<file path="config.mk">
export PLATFORM = sky130hd
export DESIGN_NAME = cstat_regs
export DESIGN_NICKNAME = d
export VERILOG_FILES = /design/src/verilog/cstat_pkg.sv /design/src/verilog/cstat_xover.sv /design/src/verilog/cstat_irq_en.sv /design/src/verilog/cstat_regs.sv
export SDC_FILE = /design/constraint.sdc
export NUM_CORES = 1
export LEC_CHECK = 0
export ABC_AREA = 1
export BUFFER_PORTS_ARGS = -buffer_cell sky130_fd_sc_hd__buf_2
export CELL_PAD_IN_SITES_DETAIL_PLACEMENT = 0
export CELL_PAD_IN_SITES_GLOBAL_PLACEMENT = 1
export CORE_MARGIN = 1
export CORE_UTILIZATION = 37
export CTS_CLUSTER_DIAMETER = 150
export CTS_CLUSTER_SIZE = 14
export DETAILED_ROUTE_END_ITERATION = 7
export PLACE_DENSITY_LB_ADDON = 0.1
export SYNTH_ARGS = -nofsm -noshare
export SYNTH_HDL_FRONTEND = slang
export SYNTH_SLANG_ARGS = --single-unit
export TNS_END_PERCENT = 50
</file>
<file path="constraint.sdc">
create_clock -name clk_sys -period 2.9 [get_ports clk_sys]
set_input_delay 0.58 -clock clk_sys [delete_from_list [all_inputs] [get_ports clk_sys]]
set_output_delay 0.58 -clock clk_sys [all_outputs]
set_load 0.01 [all_outputs]
</file>
<file path="src/verilog/cstat_pkg.sv">
/*
 Constants and carrier types for the copper status and event-enable
 registers. Assumes one 100 MHz system clock and a 5-bit register address.
*/
`default_nettype none
package cstat_pkg;
   localparam int ADDR_W = 5;
   localparam int DATA_W = 16;
   localparam logic [4:0] OFS_LINK_STATUS = 5'h11;
   localparam logic [4:0] OFS_EVENT_ENABLE = 5'h12;

   // Status field positions
   localparam int ST_SPEED_HI = 15;
   localparam int ST_SPEED_LO = 14;
   localparam int ST_DUPLEX = 13;
   localparam int ST_PAGE_RX = 12;
   localparam int ST_RESOLVED = 11;
   localparam int ST_LINK_RT = 10;
   localparam int ST_TX_PAUSE = 9;
   localparam int ST_RX_PAUSE = 8;
   localparam int ST_MDIX = 6;
   localparam int ST_ENERGY = 4;
   localparam int ST_GLINK = 3;
   localparam int ST_POLARITY = 1;
   localparam int ST_JABBER = 0;

   // Event and enable bit positions
   localparam int EV_AN_ERROR = 15;
   localparam int EV_SPEED = 14;
   localparam int EV_DUPLEX = 13;
   localparam int EV_PAGE = 12;
   localparam int EV_AN_DONE = 11;
   localparam int EV_LINK = 10;
   localparam int EV_SYMBOL = 9;
   localparam int EV_FALSE_CARRIER = 8;
   localparam int EV_XOVER = 6;
   localparam int EV_ENERGY = 4;
   localparam int EV_AN_NO_LINK = 3;
   localparam int EV_POLARITY = 1;
   localparam int EV_JABBER = 0;
   // Implemented enables; 7, 5 and 2 stay zero
   localparam logic [15:0] ENABLE_MASK = 16'hFF5B;

   localparam logic [1:0] SPEED_10 = 2'h0;
   localparam logic [1:0] SPEED_100 = 2'h1;
   localparam logic [1:0] SPEED_1000 = 2'h2;
   localparam logic [1:0] SPEED_RST = 2'h2;
   localparam logic MDIX_RST = 1'b1;

   typedef enum logic [1:0] {
      XOVER_MDI = 2'h0,
      XOVER_MDIX = 2'h1,
      XOVER_RSVD = 2'h2,
      XOVER_AUTO = 2'h3
   } cstat_xover_t;

   typedef struct packed {
      logic [4:0] addr;
      logic [15:0] wdata;
      logic wr;
      logic rd;
   } cstat_bus_t;

   typedef struct packed {
      logic [1:0] speed;
      logic duplex;
      logic tx_pause;
      logic rx_pause;
      logic an_enable;
      logic an_done;
      logic an_restart;
      logic page_rx;
      logic link_rt;
      logic mdix_auto;
      logic energy_sleep;
      logic link_global;
      logic polarity_rt;
      logic [3:0] pair_polarity;
      logic jabber_rt;
      logic symbol_err;
      logic false_carrier;
      logic an_no_link;
      logic ms_fault;
      logic pd_fault;
      logic no_hcd;
      logic link_fail_after_an;
   } cstat_link_in_t;

   typedef struct packed {
      cstat_xover_t xover_mode;
      logic pol_rev_disable;
   } cstat_cfg_t;
endpackage
`default_nettype wire

</file>
<file path="src/verilog/cstat_xover.sv">
/*
 Crossover mode holder and crossover status bit.
 Assumes sw_reset is a one-cycle pulse on clk_sys.
*/
`timescale 1ns/10ps
`default_nettype none
module cstat_xover (
   input wire logic clk_sys,
   input wire logic rst,
   input wire logic sw_reset,
   input wire cstat_pkg::cstat_xover_t mode_cfg,
   input wire logic mdix_auto,
   output logic mdix
);
   typedef struct packed {
      cstat_pkg::cstat_xover_t mode;
      logic mdix;
   } cstat_xover_state_t;

   cstat_xover_state_t state_reg;
   cstat_xover_state_t state_next;

   always_comb
   begin
      state_next = state_reg;
      // Disruptive change, so only taken at soft reset
      if (sw_reset)
      begin
         // Reserved code falls back to automatic
         if (mode_cfg == cstat_pkg::XOVER_RSVD)
            state_next.mode = cstat_pkg::XOVER_AUTO;
         else
            state_next.mode = mode_cfg;
      end
      case (state_next.mode)
         cstat_pkg::XOVER_MDI: state_next.mdix = 1'b0;
         cstat_pkg::XOVER_MDIX: state_next.mdix = 1'b1;
         cstat_pkg::XOVER_AUTO: state_next.mdix = mdix_auto;
         default: state_next.mdix = mdix_auto;
      endcase
   end

   always_ff @(posedge clk_sys or posedge rst)
   begin
      if (rst)
      begin
         state_reg.mode <= cstat_pkg::XOVER_AUTO;
         state_reg.mdix <= cstat_pkg::MDIX_RST;
      end
      else
         state_reg <= state_next;
   end

   assign mdix = state_reg.mdix;
endmodule
`default_nettype wire

</file>
<file path="src/verilog/cstat_irq_en.sv">
/*
 Event enable register and interrupt output.
 Assumes ev_latched comes from the event register on clk_sys.
*/
`timescale 1ns/10ps
`default_nettype none
module cstat_irq_en (
   input wire logic clk_sys,
   input wire logic rst,
   input wire logic wr_en,
   input wire logic [15:0] wdata,
   input wire logic [15:0] ev_latched,
   output logic [15:0] enable,
   output logic irq
);
   typedef struct packed {
      logic [15:0] enable;
      logic irq;
   } cstat_irq_state_t;

   cstat_irq_state_t state_reg;
   cstat_irq_state_t state_next;

   always_comb
   begin
      state_next = state_reg;
      // Soft reset deliberately not an input: enables are kept
      if (wr_en)
         state_next.enable = wdata & cstat_pkg::ENABLE_MASK;
      state_next.irq = |(ev_latched & state_reg.enable);
   end

   always_ff @(posedge clk_sys or posedge rst)
   begin
      if (rst)
      begin
         state_reg.enable <= 16'h0000;
         state_reg.irq <= 1'b0;
      end
      else
         state_reg <= state_next;
   end

   assign enable = state_reg.enable;
   assign irq = state_reg.irq;
endmodule
`default_nettype wire

</file>
<file path="src/verilog/cstat_regs.sv">
/*
 Copper link status register and event enable register, with event
 pulses for the event register and the interrupt output.
 Assumes link inputs, config and sw_reset come from logic on clk_sys,
 and ev_latched from the event register held elsewhere.
*/
// Chosen here: the address-and-strobe port.
// What this block does
// - Speed at bits 15:14: 00/01/10 for 10/100/1000, reset 10.
// - Duplex at bit 13, 1 full, 0 half, valid once resolved.
// - Resolved flag bit 11 set on negotiation done, held 1 if disabled.
// - Page-received bit 12 latches high until read, resets 0.
// - Bit 10 shows real-time copper link, 1 up.
// - Bits 9 and 8 show transmit and receive pause, informational only.
// - Bit 6 crossover state, 1 MDIX, reset 1, follows manual setting.
// - New crossover mode takes effect only at soft reset.
// - Bit 4 reads 1 while port sleeps for lack of energy.
// - Bit 3 shows global copper link status.
// - Bit 1 real-time polarity, forced normal when reversal disabled.
// - At 1000 Mbps per-pair polarity is given on its own field.
// - Bit 0 shows real-time jabber.
// - Enable bits read/write, 1 enables, reset 0, kept over soft reset.
// - Enable bit positions per event source, 15 down to 0.
// - Negotiation error is any of four fault conditions.
// - Crossover control 00 MDI, 01 MDIX, 11 auto, 10 reserved.
`timescale 1ns/10ps
`default_nettype none
module cstat_regs (
   input wire logic clk_sys,
   input wire logic rst,
   input wire logic sw_reset,
   input wire cstat_pkg::cstat_bus_t bus,
   output logic [15:0] rdata,
   input wire cstat_pkg::cstat_link_in_t link,
   input wire cstat_pkg::cstat_cfg_t cfg,
   input wire logic [15:0] ev_latched,
   output logic [15:0] event_pulse,
   output logic [3:0] pair_polarity,
   output logic irq
);
   localparam int NCHG = 6;

   typedef struct packed {
      logic [1:0] speed;
      logic duplex;
      logic page_rx;
      logic resolved;
      logic link_rt;
      logic tx_pause;
      logic rx_pause;
      logic energy;
      logic glink;
      logic polarity;
      logic jabber;
      logic [3:0] pair_pol;
      logic [15:0] rdata;
      logic [15:0] events;
   } cstat_state_t;

   cstat_state_t state_reg;
   cstat_state_t state_next;
   logic mdix;
   logic mdix_d_reg;
   logic [15:0] enable;
   logic rd_status;
   logic rd_enable;
   logic wr_enable;
   logic an_error;
   logic [15:0] status_word;
   logic [NCHG-1:0] chg;
   logic [15:0] chg_events;

   function automatic logic hit(
      input logic [4:0] addr,
      input logic [4:0] ofs
   );
      hit = (addr == ofs);
   endfunction

   assign rd_status = bus.rd && hit(bus.addr, cstat_pkg::OFS_LINK_STATUS);
   assign rd_enable = bus.rd && hit(bus.addr, cstat_pkg::OFS_EVENT_ENABLE);
   // Writes to the status offset decode to nothing
   assign wr_enable = bus.wr && hit(bus.addr, cstat_pkg::OFS_EVENT_ENABLE);

   assign an_error = link.ms_fault | link.pd_fault | link.no_hcd
      | link.link_fail_after_an;

   cstat_xover u_xover (
      .clk_sys(clk_sys),
      .rst(rst),
      .sw_reset(sw_reset),
      .mode_cfg(cfg.xover_mode),
      .mdix_auto(link.mdix_auto),
      .mdix(mdix)
   );

   cstat_irq_en u_irq_en (
      .clk_sys(clk_sys),
      .rst(rst),
      .wr_en(wr_enable),
      .wdata(bus.wdata),
      .ev_latched(ev_latched),
      .enable(enable),
      .irq(irq)
   );

   // Status image; reserved bits 7, 5, 2 left at zero
   always_comb
   begin
      status_word = 16'h0000;
      status_word[cstat_pkg::ST_SPEED_HI:cstat_pkg::ST_SPEED_LO] =
         state_reg.speed;
      status_word[cstat_pkg::ST_DUPLEX] = state_reg.duplex;
      status_word[cstat_pkg::ST_PAGE_RX] = state_reg.page_rx;
      status_word[cstat_pkg::ST_RESOLVED] = state_reg.resolved;
      status_word[cstat_pkg::ST_LINK_RT] = state_reg.link_rt;
      status_word[cstat_pkg::ST_TX_PAUSE] = state_reg.tx_pause;
      status_word[cstat_pkg::ST_RX_PAUSE] = state_reg.rx_pause;
      status_word[cstat_pkg::ST_MDIX] = mdix;
      status_word[cstat_pkg::ST_ENERGY] = state_reg.energy;
      status_word[cstat_pkg::ST_GLINK] = state_reg.glink;
      status_word[cstat_pkg::ST_POLARITY] = state_reg.polarity;
      status_word[cstat_pkg::ST_JABBER] = state_reg.jabber;
   end

   // Change detectors feeding the event register
   logic [NCHG-1:0] chg_old;
   logic [NCHG-1:0] chg_new;
   localparam int CHG_POS [NCHG] = '{
      cstat_pkg::EV_DUPLEX, cstat_pkg::EV_LINK, cstat_pkg::EV_ENERGY,
      cstat_pkg::EV_POLARITY, cstat_pkg::EV_XOVER, cstat_pkg::EV_SPEED
   };

   always_ff @(posedge clk_sys or posedge rst)
   begin
      if (rst)
         mdix_d_reg <= cstat_pkg::MDIX_RST;
      else
         mdix_d_reg <= mdix;
   end

   assign chg_old = {mdix_d_reg, state_reg.polarity, state_reg.energy,
      state_reg.link_rt, state_reg.duplex, 1'b0};
   assign chg_new = {mdix, state_next.polarity, state_next.energy,
      state_next.link_rt, state_next.duplex,
      (state_next.speed != state_reg.speed)};

   genvar gi;
   generate
      for (gi = 0; gi < NCHG; gi++)
      begin : g_chg
         assign chg[gi] = chg_old[gi] ^ chg_new[gi];
      end
   endgenerate

   always_comb
   begin
      chg_events = 16'h0000;
      chg_events[cstat_pkg::EV_SPEED] = chg[0];
      chg_events[cstat_pkg::EV_DUPLEX] = chg[1];
      chg_events[cstat_pkg::EV_LINK] = chg[2];
      chg_events[cstat_pkg::EV_ENERGY] = chg[3];
      chg_events[cstat_pkg::EV_POLARITY] = chg[4];
      chg_events[cstat_pkg::EV_XOVER] = chg[5];
   end

   always_comb
   begin
      state_next = state_reg;

      // Real-time mirrors
      state_next.link_rt = link.link_rt;
      state_next.energy = link.energy_sleep;
      state_next.glink = link.link_global;
      state_next.jabber = link.jabber_rt;
      if (cfg.pol_rev_disable)
         state_next.polarity = 1'b0;
      else
         state_next.polarity = link.polarity_rt;

      // Restart drops resolution; completion or disabled sets it
      if (link.an_restart)
         state_next.resolved = 1'b0;
      if (link.an_done || !link.an_enable)
         state_next.resolved = 1'b1;

      // Resolved results captured only while resolution holds
      if (state_next.resolved)
      begin
         state_next.speed = link.speed;
         state_next.duplex = link.duplex;
         // Reflected only, nothing inside reads them
         state_next.tx_pause = link.tx_pause;
         state_next.rx_pause = link.rx_pause;
      end

      // Per-pair field only meaningful at gigabit
      if (state_next.speed == cstat_pkg::SPEED_1000)
         state_next.pair_pol = link.pair_polarity;
      else
         state_next.pair_pol = 4'h0;

      // Set beats the clear-on-read
      if (rd_status)
         state_next.page_rx = 1'b0;
      if (link.page_rx)
         state_next.page_rx = 1'b1;

      // Soft reset clears what is not retained
      if (sw_reset)
      begin
         state_next.page_rx = 1'b0;
         state_next.resolved = 1'b0;
         state_next.link_rt = 1'b0;
         state_next.tx_pause = 1'b0;
         state_next.rx_pause = 1'b0;
         state_next.energy = 1'b0;
         state_next.glink = 1'b0;
         state_next.polarity = 1'b0;
         state_next.jabber = 1'b0;
      end

      state_next.events = chg_events;
      state_next.events[cstat_pkg::EV_AN_ERROR] = an_error;
      state_next.events[cstat_pkg::EV_PAGE] = link.page_rx;
      state_next.events[cstat_pkg::EV_AN_DONE] = link.an_done;
      state_next.events[cstat_pkg::EV_SYMBOL] = link.symbol_err;
      state_next.events[cstat_pkg::EV_FALSE_CARRIER] = link.false_carrier;
      state_next.events[cstat_pkg::EV_AN_NO_LINK] = link.an_no_link;
      state_next.events[cstat_pkg::EV_JABBER] =
         link.jabber_rt & ~state_reg.jabber;

      // Read data for the cycle after the strobe only
      if (rd_status)
         state_next.rdata = status_word;
      else if (rd_enable)
         state_next.rdata = enable;
      else
         state_next.rdata = 16'h0000;
   end

   always_ff @(posedge clk_sys or posedge rst)
   begin
      if (rst)
      begin
         state_reg.speed <= cstat_pkg::SPEED_RST;
         state_reg.duplex <= 1'b0;
         state_reg.page_rx <= 1'b0;
         state_reg.resolved <= 1'b0;
         state_reg.link_rt <= 1'b0;
         state_reg.tx_pause <= 1'b0;
         state_reg.rx_pause <= 1'b0;
         state_reg.energy <= 1'b0;
         state_reg.glink <= 1'b0;
         state_reg.polarity <= 1'b0;
         state_reg.jabber <= 1'b0;
         state_reg.pair_pol <= 4'h0;
         state_reg.rdata <= 16'h0000;
         state_reg.events <= 16'h0000;
      end
      else
         state_reg <= state_next;
   end

   assign rdata = state_reg.rdata;
   assign event_pulse = state_reg.events;
   assign pair_polarity = state_reg.pair_pol;
endmodule
`default_nettype wire

</file>
Yosys cells after proc, flatten, opt, wreduce, memory -nomap -nowiden --
Cells that the tools add are included.
Cells by class: equal/unequal tests 6, multiplexer cells 14, bitwise gates (word level) 11, reduce and logical (&&, ||, !) cells 9
Operator list (count):
- $mux 16 | 2
- $and 16x16->16 | 1
- $reduce_or 16->1 | 1
- $eq 5x5->1 const B | 2
- $mux 9 | 1
- $mux 2 | 3
- $mux 1 | 5
- $xor 1x1->1 | 5
- $eq 2x2->1 const B | 2
- $mux 4 | 1
- $logic_and 1x1->1 | 3
- $mux 3 | 1
- $or 1x1->1 | 3
- $reduce_bool 3->1 | 1
- $eq 2x1->1 const B | 1
- $logic_not 2->1 | 1
- $ne 2x2->1 | 1
- $pmux 1 s2 | 1
- $reduce_bool 2->1 | 1
- $and 1x1->1 | 1
- $logic_not 1->1 | 1
- $logic_or 1x1->1 | 1
- $not 1->1 | 1
Storage, ports and cells: register bits 63, output and inout port bits 37, logic and storage cells 59

Longest topological paths before layout --
depth in word-level cells 6, gate-level depth with buffers 8, mapped depth without buffers 7

Cells and area by module --
A second synthesis with hierarchy kept.
Unflattened totals: cells, all modules 292, area, all modules 2885.3 um^2
By module, submodules not included:
- cstat_regs | instances 1, cells each 213, area each 2060.7 um^2
- cstat_irq_en | instances 1, cells each 61, area each 681.9 um^2
- cstat_xover | instances 1, cells each 18, area each 142.6 um^2

Worst setup path before layout --
OpenSTA, ideal clock, no wires.
path kind in2reg, from in bus[21] (netlist name), to reg u_irq_en.enable[11] (netlist name), arrival time 1.268 ns, path slack 1.514 ns, stages 5, path buffers 1, path through nor3_4 nand3_2 buf_2 nand2_1 nand2_1
Between the ends: longest elaborated chain between the ends 2
Ends and longest elaborated chain:
- from (decl) | RTL line cstat_regs.sv:32 | input wire cstat_pkg::cstat_bus_t bus,
- $eq 5x5->1 | RTL line cstat_regs.sv:77 | hit = (addr == ofs);
- $logic_and 1x1->1 | RTL line cstat_regs.sv:83 | assign wr_enable = bus.wr && hit(bus.addr, cstat_pkg::OFS_EVENT_ENABLE);
No other way between the ends. A chain may end at the register's enable or synchronous reset.

Worst setup path after layout --
from reg rdata[3] (netlist name), to out rdata[3]
RTL lines:
- to (decl) | RTL line cstat_regs.sv:33 | output logic [15:0] rdata,
No word-level cell between the ends.

==> results.yml <==
outcome:
  status: "finished clean"
min_path:
  hold_class: "in -> reg"
worst_setup_path:
  cp-start-kind: "flop"
  critical-path-top-delay-family: "flip-flops"
  path_cells: "buf_2"
  worstPathArrival_ns: 0.85
  crit_fanout: 1
  crit_type: "reg -> out"
  worstPathRequired_ns: 2.32
  critical-path-slowest-cell: "dfrtp_1"
  endpoint_kind: "primary output"
  max_stage_delay_ns: 0.37
  crit_buf_inv: 1
routing:
  drt-wirelength-per-cell_um: 12.08
  drt_wl_total_mm: 5.567
  via_per_inst: 4.371
  final_antenna_net_count: 0
  dr.pass1.iters: 4
  m1WireLength_mm: 2.360
  drc: 0
  dr_wl_met2_mm: 2.718
  dr.first_iter.drc_count: 97
  wl_met3_um: 373
  vias: 2015
  highest_layer: "met4"
global_routing:
  grt_util_all_layers_pct: 16.76
  grt_pass1_vias: 1925
  antenna_found_initial: 0
  overflow: 0
  grt_pass1_wl_mm: 9.273
  grt_max_degree: 45
final_layout:
  antenna_cells: 0
  fin_nets: 431
  layout-drive-gt1-share_pct: 33.97
  area_growth_pct: 19.30
  fill_cells: 731
  seqCellArea_um2: 1508
  multi_input_area_um2: 726.9
  post-route-util_pct: 46.39
die:
  io_pins: 108
  core-area_um2: 6869
  rows: 30
  die_x_um: 86.97
  fp.dieArea_um2: 7564
  start_util_pct: 38.89
  die_y_um: 86.97
yosys:
  yosysTopAreaCellShare_pct: 51.52
  ys.flop_type: "dfrtp_1"
  synth.distinct_cells: 20
  yosysTopAreaCell: "dfrtp_1"
  syn_avg_cell_area_um2: 9.180
  synth_edf_count: 0
  netlist_instances: 291
  ys_ff_latch: 60
  synth.most_common_cell: "nand2_1"
  synthArstFlopShare_pct: 100.0
  synth_common_cells: "67 x nand2_1, 55 x dfrtp_1, 37 x inv_1"
  synth_area_um2: 2671
  synth-warning-count: 0
  synth.yosys.seq_area_share_pct: 56.44
  synth.area.top_cells: "dfrtp_1 52%, buf_4 10%, nand2_1 9.4%"
placed_design:
  place_congestion: 0.7838
  hpwl_mm: 4.069
  io_buffers: 95
timing:
  tightest_slew_ns: 0.8929
  period_share_pct: 49.20
  rsz0062_at_grt: "no"
  max_slew_margin_pct: 40.39
  skew_ns: 0.006101
  period_minus_slack_ns: 1.427
  max_freq_mhz: 700.8
  slew_viol_final: 0
  fin_tns_setup_ns: 0
  hold_viol: 0
  setup-violations-final: 0
clock_network:
  cts-resized-gates: 0
  cts_tree: "done"
  clk_pin_slew_worst_paths_ns: 0.07
  cts_hold_buf: 0
  numCtsBuffers: 9
  cts.sinks: 60
  clock_latency_ns: 0.33
  clockRootBuffer: "clkbuf_8"
  post_cts_buffers: 0
  htreeDepth: 3
  cts.path.max_buffers: 2
power_and_ir_drop:
  leakage_nw: 1.791
  peakVddDrop_uv: 217.8
  p_per_area_nw_per_um2: 590.8
flow_run:
  cap_violations: 0
[metal layers]
| layer | track usage [%] | up-vias |
|---|---|---|
| met5 | 0 | - |
| met4 | 8.636 | 0 |
| met3 | 5.782 | 10 |
| met2 | 26.13 | 56 |
| met1 | 20.55 | 930 |
| li1 | - | 1019 |
[power breakdown]
part           switching, mW  total, mW  leakage [nW]  internal (mW)
logic                  0.133      0.226         0.934         0.0930
registers             0.0445      0.961         0.758          0.916
clock network          0.321      0.696        0.0982          0.375
[path summary, 6_finish.rpt]
kind,cells past startpoint,start,endpoint,slack [ns]
worst min-delay path,1,link[5],event_pulse[8],0.35
max in group asynchronous,3,rst,state_reg[36],1.79
worst max-delay path,1,rdata[3],rdata[3],1.47
min in group asynchronous,2,rst,event_pulse[13],0.44
worst min register to register,0,u_xover.mdix,mdix_d_reg,0.38
worst max register to register,6,state_reg[43],pair_polarity[3],1.68
[cell type report]
type	instances	share of cell area [%]
Multi-Input combinational cell	153	22.81
Sequential cell	60	47.31
Tap cell	96	3.769
Clock buffer	12	5.183
Clock inverter	4	0.7067
Timing Repair Buffer	99	15.86
Inverter	37	4.358
[cell families (layout without fill, tap and decap cells)]
kind of cell	count (synthesis)	after routing	share of synthesized area [%]
simple gates	124	124	21.41
compound gates	19	19	3.654
flops	60	60	56.44
other cells	1	6	0.1404
buf+inv	83	152	17.05
xor+xnor	4	4	1.311
[cell usage in the layout (no fill, tap or decap)]
cell type	instances
inv_1	36
nor2_1	16
nor2_2	1
inv_2	1
buf_4	4
o21a_1	1
buf_2	95
a21oi_1	2
dfstp_2	5
xor2_1	4
nand3_2	1
nor3_4	1
nand2_1	67
or2_1	1
clkinvlp_4	1
clkbuf_8	12
conb_1	6
dfrtp_1	55
clkinv_2	3
o21ai_0	16
nand4_1	29
nand3_1	8
[through the flow]
stage	setup WS (ns)	cell area (um2)	power, mW	hold slack [ns]	std cells
floorplan	0.8436	2690	1.128	0.3665	296
global placement	1.146	2999	1.203	0.3711	445
detailed placement	1.144	2999	1.208	0.3732	445
CTS	1.462	3187	1.911	0.3361	461
global route	1.342	3187	1.995	0.3288	461
finish	1.473	3187	1.883	0.3500	461
Note: power is estimated with default switching activity, not from simulation.
